## src/hww_map.vh

```
// register map, field positions, reset values and timing counts
// assumes a plain strobe register port with read data one cycle later
`ifndef HWW_MAP_VH
`define HWW_MAP_VH
`define HWW_ADDR_WDOG_CTRL   4'h0
`define HWW_ADDR_RST_FLAGS   4'h1
`define HWW_ADDR_PWR_CTRL    4'h2
`define HWW_ADDR_CLK_CTRL    4'h3
`define HWW_ADDR_STATUS      4'h4
`define HWW_ADDR_PA_WAKE     4'h5
`define HWW_WDOG_CTRL_RST    8'h53
`define HWW_CODE_A           5'h15
`define HWW_CODE_B           5'h0a
`define HWW_PWR_DEEP_BIT     0
`define HWW_PWR_ISO_BIT      1
`define HWW_CLK_SLOW_BIT     0
`define HWW_CLK_FAST_BIT     1
`define HWW_SRESET_NS        1000
`define HWW_CLK_NS           10
`define HWW_SRESET_CYC       ((`HWW_SRESET_NS + `HWW_CLK_NS - 1) / `HWW_CLK_NS)
`endif

```

## src/hww_halt_wakeup_watchdog.v

```verilog
// halt mode entry, wake-up control and watchdog timer
// assumes the core pulses haltExec/clrWdtExec and obeys runEnable/restart
// Overview of operation
// - halt, deep select 0, both idle enables 1: idle_both_clocks, both clocks run.
// - halt, deep select 0, fast 1 slow 0: idle_fast_clock_only, fast clock only.
// - halt with deep select 1 enters deep sleep, system clock stopped.
// - any halt sets power-down flag and clears timeout flag.
// - power-up or clear-watchdog instruction clears power-down flag.
// - deep sleep clears and stops the watchdog counter.
// - deep sleep holds ports only if isolation bit set before entry.
// - sleep/idle wake on port A fall, interrupt, or watchdog overflow.
// - deep sleep wakes only on port A fall, time base 0, touch key.
// - watchdog wake sets timeout flag, resets only PC and SP.
// - port A wake resumes after halt, or restarts at 0000h from deep.
// - disabled interrupt or full stack: resume after halt, service later.
// - enabled interrupt with stack room: normal interrupt response now.
// - time base 0 wake from deep sleep restarts at 0000h.
// - interrupt flag already high at entry cannot wake the device.
// - watchdog counts the 32kHz low-speed clock, power-of-two divided.
// - period select 000..111 gives 2^8,10,12,14,15,16,17,18 cycles.
// - always-enabled option: codes 10101/01010 enable, others reset.
// - register option: 10101 disables, 01010 enables, others reset.
// - illegal enable code resets after fixed delay, sets reset flag.
// - watchdog register reset flag set by hardware, cleared by writing 0.
// - halt with all three selects 0 enters sleep, clock stopped.
// - halt, deep 0, fast 0, slow 1: idle_slow_clock_only, only sub clock runs.
// - any deep sleep wake resets the watchdog, power, clock and port A wake registers, not the flags.
//
// The placing of the registers and the address-and-strobe port were left to the implementer.
`timescale 1ns/1ps
`include "hww_map.vh"
module hww_halt_wakeup_watchdog #(
	parameter        WDOG_ALWAYS_ON = 1'b0, // configuration option
	parameter        SRESET_CYC     = `HWW_SRESET_CYC, // delay before reset
	parameter        INT_NUM        = 4 // interrupt sources
) (
	input  wire               clk,             // 100 MHz system clock
	input  wire               rst_b,           // async power-up reset
	input  wire [3:0]         regAddr,         // register address
	input  wire [7:0]         regWrData,       // write data
	input  wire               regWrEn,         // write strobe
	input  wire               regRdEn,         // read strobe
	output reg  [7:0]         regRdData,       // read data, next cycle
	input  wire               haltExec,        // halt executed, pulse
	input  wire               clrWdtExec,      // clear-watchdog, pulse
	input  wire               lowSpeedOscClock,// ~32kHz osc, async
	input  wire [7:0]         portAPins,       // port A pins, async
	input  wire [INT_NUM-1:0] intReq,          // interrupt request flags
	input  wire [INT_NUM-1:0] intEnable,       // interrupt enables
	input  wire               stackFull,       // stack has no room
	input  wire               timeBase0Int,    // time base 0 request
	input  wire               touchKeyEvent,   // touch key wake event
	output reg                runEnable,       // program may execute
	output reg                fastClkOn,       // high-speed clock gate
	output reg                subClkOn,        // sub clock gate
	output reg                ioIsolate,       // hold port states
	output reg                restartZero,     // restart at 0000h, pulse
	output reg                pcSpReset,       // reset PC and SP, pulse
	output reg                intServeNow,     // take interrupt, pulse
	output reg                deviceReset,     // full reset, pulse
	output reg                powerDownFlag,   // status power-down flag
	output reg                timeoutFlag      // status timeout flag
);
	localparam [5:0] ST_RUN = 6'h01, ST_SLEEP = 6'h02, ST_IDLE_SLOW_CLOCK_ONLY = 6'h04,
		ST_IDLE_BOTH_CLOCKS = 6'h08, ST_IDLE_FAST_CLOCK_ONLY = 6'h10, ST_DEEP = 6'h20;

	reg        rstSync1, rstSync2;
	wire       rstN = rstSync2;
	reg [5:0]  stateReg;
	reg [7:0]  wdogCtrlReg;
	reg        wdogRegResetFlagReg;
	reg [1:0]  pwrCtrlReg;
	reg [1:0]  clkCtrlReg;
	reg [7:0]  portAWakeEnableReg;
	reg [INT_NUM-1:0] intMaskReg;
	reg [2:0]  lsSync, paSyncA;
	reg [7:0]  paSync1, paSync2, paSync3, paStable;
	reg [18:0] wdogCntReg;
	reg        lsStable;
	reg [15:0] sresetCntReg;
	reg        sresetPend;

	function codeLegal;
		input [4:0] c;
		codeLegal = (c == `HWW_CODE_A) || (c == `HWW_CODE_B);
	endfunction

	// terminal count index per period select
	function [4:0] periodBit;
		input [2:0] s;
		case (s)
		3'h0: periodBit = 5'd8;
		3'h1: periodBit = 5'd10;
		3'h2: periodBit = 5'd12;
		3'h3: periodBit = 5'd14;
		3'h4: periodBit = 5'd15;
		3'h5: periodBit = 5'd16;
		3'h6: periodBit = 5'd17;
		default: periodBit = 5'd18;
		endcase
	endfunction

	wire [4:0] wdogCode = wdogCtrlReg[7:3];
	wire wdogOn = (WDOG_ALWAYS_ON != 1'b0) ? codeLegal(wdogCode)
		: (wdogCode == `HWW_CODE_B);
	wire inDeep  = (stateReg == ST_DEEP);
	wire inLight = ~inDeep && (stateReg != ST_RUN);

	always @(posedge clk or negedge rst_b) begin
		if (!rst_b) begin
			rstSync1 <= 1'b0;
			rstSync2 <= 1'b0;
		end else begin
			rstSync1 <= 1'b1;
			rstSync2 <= rstSync1;
		end
	end

	// pins: three stages, change counts when stages two and three agree
	always @(posedge clk or negedge rstN) begin
		if (!rstN) begin
			lsSync   <= 3'h0;
			lsStable <= 1'b0;
			paSync1  <= 8'hff;
			paSync2  <= 8'hff;
			paSync3  <= 8'hff;
			paStable <= 8'hff;
		end else begin
			lsSync  <= {lsSync[1:0], lowSpeedOscClock};
			paSync1 <= portAPins;
			paSync2 <= paSync1;
			paSync3 <= paSync2;
			if (lsSync[1] == lsSync[2])
				lsStable <= lsSync[2];
			paStable <= (paStable & ~(paSync2 ^ paSync3))
				| (paSync3 & ~(paSync2 ^ paSync3));
		end
	end

	wire [7:0] paNext = (paStable & ~(paSync2 ^ paSync3))
		| (paSync3 & ~(paSync2 ^ paSync3));
	wire lsNext = (lsSync[1] == lsSync[2]) ? lsSync[2] : lsStable;
	wire lsTick = lsNext & ~lsStable;
	wire paFall = |(paStable & ~paNext & portAWakeEnableReg);
	wire wdogOvf = wdogCntReg[periodBit(wdogCtrlReg[2:0])];
	wire [INT_NUM-1:0] intWake = intReq & intMaskReg;
	wire intServe = |(intWake & intEnable) && !stackFull;
	wire lightWake = paFall || (|intWake) || wdogOvf;
	wire deepWake = paFall || timeBase0Int || touchKeyEvent;
	wire haltGo = haltExec && (stateReg == ST_RUN);
	wire wrWdog = regWrEn && (regAddr == `HWW_ADDR_WDOG_CTRL);

	always @(posedge clk or negedge rstN) begin
		if (!rstN) begin
			stateReg            <= ST_RUN;
			wdogCtrlReg         <= `HWW_WDOG_CTRL_RST;
			wdogRegResetFlagReg <= 1'b0;
			pwrCtrlReg          <= 2'h0;
			clkCtrlReg          <= 2'h0;
			portAWakeEnableReg  <= 8'h00;
			intMaskReg          <= {INT_NUM{1'b1}};
			wdogCntReg          <= 19'h0;
			sresetCntReg        <= 16'h0;
			sresetPend          <= 1'b0;
			regRdData           <= 8'h00;
			runEnable           <= 1'b1;
			fastClkOn           <= 1'b1;
			subClkOn            <= 1'b1;
			ioIsolate           <= 1'b0;
			restartZero         <= 1'b0;
			pcSpReset           <= 1'b0;
			intServeNow         <= 1'b0;
			deviceReset         <= 1'b0;
			powerDownFlag       <= 1'b0;
			timeoutFlag         <= 1'b0;
		end else begin
			restartZero <= 1'b0;
			pcSpReset   <= 1'b0;
			intServeNow <= 1'b0;
			deviceReset <= 1'b0;
			regRdData   <= 8'h00;
			if (regRdEn) begin
				case (regAddr)
				`HWW_ADDR_WDOG_CTRL: regRdData <= wdogCtrlReg;
				`HWW_ADDR_RST_FLAGS: regRdData <= {7'h0, wdogRegResetFlagReg};
				`HWW_ADDR_PWR_CTRL:  regRdData <= {6'h0, pwrCtrlReg};
				`HWW_ADDR_CLK_CTRL:  regRdData <= {6'h0, clkCtrlReg};
				`HWW_ADDR_STATUS:    regRdData <= {2'h0, stateReg};
				`HWW_ADDR_PA_WAKE:   regRdData <= portAWakeEnableReg;
				default:             regRdData <= 8'h00;
				endcase
			end
			if (regWrEn) begin
				case (regAddr)
				`HWW_ADDR_WDOG_CTRL: wdogCtrlReg <= regWrData;
				`HWW_ADDR_PWR_CTRL:  pwrCtrlReg <= regWrData[1:0];
				`HWW_ADDR_CLK_CTRL:  clkCtrlReg <= regWrData[1:0];
				`HWW_ADDR_PA_WAKE:   portAWakeEnableReg <= regWrData;
				default: ;
				endcase
			end
			// flag cleared only by writing 0; set wins over clear
			if (regWrEn && regAddr == `HWW_ADDR_RST_FLAGS
				&& !regWrData[0])
				wdogRegResetFlagReg <= 1'b0;
			// illegal code: count the fixed delay then reset
			if (!codeLegal(wdogCode) && !wrWdog) begin
				if (!sresetPend) begin
					sresetPend   <= 1'b1;
					sresetCntReg <= 16'h0;
				end else if (sresetCntReg == SRESET_CYC[15:0] - 16'h1) begin
					sresetPend          <= 1'b0;
					deviceReset         <= 1'b1;
					wdogRegResetFlagReg <= 1'b1;
					wdogCtrlReg         <= `HWW_WDOG_CTRL_RST;
				end else
					sresetCntReg <= sresetCntReg + 16'h1;
			end else if (codeLegal(wdogCode))
				sresetPend <= 1'b0;
			// watchdog counter
			if (haltGo || clrWdtExec || inDeep || !wdogOn)
				wdogCntReg <= 19'h0;
			else if (wdogOvf)
				wdogCntReg <= 19'h0;
			else if (lsTick)
				wdogCntReg <= wdogCntReg + 19'h1;
			if (clrWdtExec)
				powerDownFlag <= 1'b0;
			// overflow while running is a full device reset
			if (wdogOvf && wdogOn && !inDeep) begin
				timeoutFlag <= 1'b1;
				if (stateReg == ST_RUN)
					deviceReset <= 1'b1;
			end
			case (stateReg)
			ST_RUN: begin
				if (haltExec) begin
					powerDownFlag <= 1'b1;
					timeoutFlag   <= 1'b0;
					intMaskReg    <= ~intReq;
					runEnable     <= 1'b0;
					if (pwrCtrlReg[`HWW_PWR_DEEP_BIT]) begin
						stateReg  <= ST_DEEP;
						fastClkOn <= 1'b0;
						subClkOn  <= 1'b0;
						// ports held only when isolation was requested
						ioIsolate <= pwrCtrlReg[`HWW_PWR_ISO_BIT];
					end else begin
						case (clkCtrlReg)
						2'h3: stateReg <= ST_IDLE_BOTH_CLOCKS;
						2'h2: stateReg <= ST_IDLE_FAST_CLOCK_ONLY;
						2'h1: stateReg <= ST_IDLE_SLOW_CLOCK_ONLY;
						default: stateReg <= ST_SLEEP;
						endcase
						fastClkOn <= clkCtrlReg[`HWW_CLK_FAST_BIT];
						subClkOn  <= clkCtrlReg[`HWW_CLK_SLOW_BIT];
					end
				end
			end
			ST_SLEEP, ST_IDLE_SLOW_CLOCK_ONLY, ST_IDLE_BOTH_CLOCKS, ST_IDLE_FAST_CLOCK_ONLY: begin
				if (lightWake) begin
					stateReg  <= ST_RUN;
					runEnable <= 1'b1;
					fastClkOn <= 1'b1;
					subClkOn  <= 1'b1;
					if (wdogOvf)
						pcSpReset <= 1'b1;
					else if (!paFall)
						intServeNow <= intServe;
					// port A wake just resumes after the halt
				end
			end
			ST_DEEP: begin
				if (deepWake) begin
					// every wake from deep sleep is a register reset
					stateReg    <= ST_RUN;
					runEnable   <= 1'b1;
					fastClkOn   <= 1'b1;
					subClkOn    <= 1'b1;
					restartZero <= 1'b1;
					deviceReset <= 1'b1;
					wdogCtrlReg <= `HWW_WDOG_CTRL_RST;
					pwrCtrlReg  <= 2'h0;
					clkCtrlReg  <= 2'h0;
					portAWakeEnableReg <= 8'h00;
				end
			end
			default: stateReg <= ST_RUN;
			endcase
		end
	end
endmodule // hww_halt_wakeup_watchdog

```

## config.mk

```make
export PLATFORM = sky130hd
export DESIGN_NAME = hww_halt_wakeup_watchdog
export DESIGN_NICKNAME = d
export VERILOG_FILES = /design/src/hww_halt_wakeup_watchdog.v
export VERILOG_INCLUDE_DIRS = /design/src
export SDC_FILE = /design/constraint.sdc
export NUM_CORES = 1
export LEC_CHECK = 0
export ABC_AREA = 1
export CORE_AREA = 10 10 127 129
export CTS_CLUSTER_SIZE = 40
export DETAILED_ROUTE_END_ITERATION = 7
export DIE_AREA = 0 0 137 139
export DONT_BUFFER_PORTS = 1
export PLACE_DENSITY_LB_ADDON = 0.1
export SYNTH_ARGS = -nofsm -noshare
export SYNTH_HDL_FRONTEND = slang
export SYNTH_SLANG_ARGS = --single-unit
```

## constraint.sdc

```tcl
create_clock -name clk -period 6.49 [get_ports clk]
set_input_delay 1.298 -clock clk [delete_from_list [all_inputs] [get_ports clk]]
set_output_delay 1.298 -clock clk [all_outputs]
set_load 0.05 [all_outputs]
```

==> impl_metrics.ini <==
[clock_network]
path_clk_slew_ns = 0.06
h-tree-depth = 4
clock_sinks = 123
cts-root-buf = clkbuf_16
post_cts_buffers = 0
post_cts_resized = 0
cts_hold_buf = 0
cts_buffers = 17
clock_latency_ns = 0.42
cts.path.max_buffers = 2
cts_tree = yes

[die]
core_um2 = 13700
ioPinCount = 56
die_area_um2 = 19000
die_h_um = 139
die_w_um = 137
row_count = 43
initial_core_util = 0.436

[pwr]
p_per_area_nw_per_um2 = 384
vdd_drop_max_mv = 0.199
power_mw = 2.56
total_leakage_power_nw = 2.98

[synth]
ys_seq_elements = 123
syn_inst = 660
synthArstFlopShare = 1.00
synthesis.area_um2 = 5960
synth_edf_count = 0
synth_ff_type = dfrtp_1
synth_cell_types = 47
synth.yosys.warnings = 0
syn_avg_cell_area_um2 = 9.03
syn-num-nets = 708
ys_seq_area_frac = 0.526

[job]
drv_cap = 0

[worst_hold_path]
hold_class = register to register

[route]
dr.pass1.iters = 5
wirelength_mm = 13.2
drt_iter0_markers = 309
drc_errors = 0
via_per_inst = 5.19
routedWlPerCell_um = 15.3
drtAntennaViolNets = 0
vias = 4472

[timing]
hold-worst-slack_ns = 0.350
max_freq_ghz = 0.414
final_max_slew_viol_count = 0
relSlewSlack = 0.398
tightest_slew_ns = 0.903
fin_skew_ns = 0.0100
rsz0062_at_grt = no
final-hold-violation-count = 0
setup_tns_ns = 0
min_period_ns = 2.42
setup_violations = 0
fin_crit_sh = 0.372

[critical_path]
crit_required_ns = 5.19
crit_fanout = 2
start_kind = register
cp-end-kind = primary output
arrival_ns = 1.12
critPathKind = register to primary output

[finish]
final_util = 0.489
antenna-diode-count = 0
layoutNonFillerInstCount = 862
n_fill_cell = 1327
areaGrowthSynthToFinish_pct = 12.1
drive_above_1_share = 0.214
nNetsFinal = 717

[global_route]
antenna_found_initial = 0
grt_usage = 0.148
grt_max_degree = 70
grt_pass1_wl_mm = 22.5
overflow = 0
grt_pass1_vias = 4429

[place]
dp.cells = 830
gp_congestion = 0.891
io_buffers = 0
dp_hpwl_mm = 9.63

[outcome]
outcome = finished clean
-- stage by stage --
step                      worst slack [ns]  cell area [µm²]
after floorplan                       2.89             5960
after global placement                3.96             6120
after detailed placement              3.95             6120
after CTS                             4.05             6680
after global routing                  4.03             6680
final                                 4.07             6680
-- per-layer routing --
layer  routed length (µm)  vias to the layer above  GRT usage
li1                     -                     2215          -
met1                 6090                     2141      0.193
met2                 5830                      101      0.212
met3                 1020                       15     0.0587
met4                  217                        0     0.0577
met5                    0                        -          0
-- worst paths after layout --
check	startpoint	endpoint	slack [ns]	cells past startpoint
max	runEnable	runEnable	4.07	0
min	lsSync[0]	lsSync[1]	0.35	0
max reg2reg	paSync2[0]	clkCtrlReg[0]	4.41	8
min reg2reg	lsSync[0]	lsSync[1]	0.35	0
max in group asynchronous	rstN	regRdData[0]	4.77	1
min in group asynchronous	rstN	regRdData[7]	0.36	0
-- synthesized netlist by cell type, types with 2 or more instances --
cell        n  area [µm²]
nand2_4     2        22.5
o21ai_1     9        45.0
or2_2       6        37.5
o31ai_1     3        22.5
o22ai_1     2        12.5
a21oi_2     5        43.8
nor2_4      4        45.0
a21oi_1    22         110
nand3_2     6        60.1
buf_2       5        25.0
nand2_1   133         499
o21ai_0    24         120
nand3b_1    5        37.5
dfstp_2    44        1160
nand2_2     4        25.0
o221ai_1    4        35.0
nor4_1      2        12.5
nand3_1    53         265
inv_1      73         274
dfrtp_1    79        1980
nor3_1      9        45.0
nand4_2     2        25.0
buf_4       2        15.0
ha_1       10         125
nor3_2      4        40.0
o21bai_1    2        15.0
o21ai_2    13         114
xor2_1      9        78.8
inv_2      13        48.8
nor2_1     50         188
clkbuf_1    2        7.51
or2_0       2        12.5
nand4_1    39         244
nor2_2      5        31.3
-- layout make-up --
cell class | count | area (µm²) | area share
Sequential cell | 123 | 3140 | 0.470
Multi-Input combinational cell | 438 | 2420 | 0.362
Clock buffer | 18 | 429 | 0.0642
Inverter | 88 | 333 | 0.0498
Tap cell | 180 | 225 | 0.0337
Clock inverter | 14 | 130 | 0.0195
Timing Repair Buffer | 1 | 7.51 | 0.00112
-- cells by family after synthesis --
group / count (synthesis) / synth area share
AOI/OAI and AO/OA: 86 / 0.0895
other: 1 / 0.000629
muxes: 1 / 0.00168
adders and majority gates: 10 / 0.0210
buffers and inverters: 99 / 0.0682
DFF: 123 / 0.526
xor gates and xnor gates: 9 / 0.0132
and+or+nand+nor: 331 / 0.280
-- cells in the final DEF (no fill, tap or decap), drive strengths merged, types with 2 or more instances in the layout --
cell type	Yosys	final
nand3	59	59
clkinv	1	4
nor4	3	3
xor2	9	9
nand2	139	139
o221ai	4	4
ha	10	10
a21oi	27	27
dfstp	44	44
nor3	14	14
o22ai	2	2
or2	8	8
clkbuf	2	18
inv	87	97
nand3b	5	5
o21bai	2	2
o21ai	46	46
o31ai	3	3
nor3b	2	2
nand4	41	41
dfrtp	79	79
nor2	60	60
-- flip-flops by register name, summed over array words and instances (netlist names), 2 cells and up --
| signal | cells |
|---|---|
| wdogCntReg | 19 |
| sresetCntReg | 16 |
| paStable | 8 |
| paSync1 | 8 |
| paSync2 | 8 |
| paSync3 | 8 |
| portAWakeEnableReg | 8 |
| regRdData | 8 |
| wdogCtrlReg | 8 |
| stateReg | 6 |
| intMaskReg | 4 |
| lsSync | 3 |
| clkCtrlReg | 2 |
| pwrCtrlReg | 2 |
-- report_power, final --
| group | internal (mW) | switching (mW) | leakage, nW |
|---|---|---|---|
| clock | 0.534 | 0.364 | 0.282 |
| combinational | 0.179 | 0.336 | 1.19 |
| sequential | 0.943 | 0.208 | 1.51 |
Note: power is estimated with default switching activity, not from simulation.
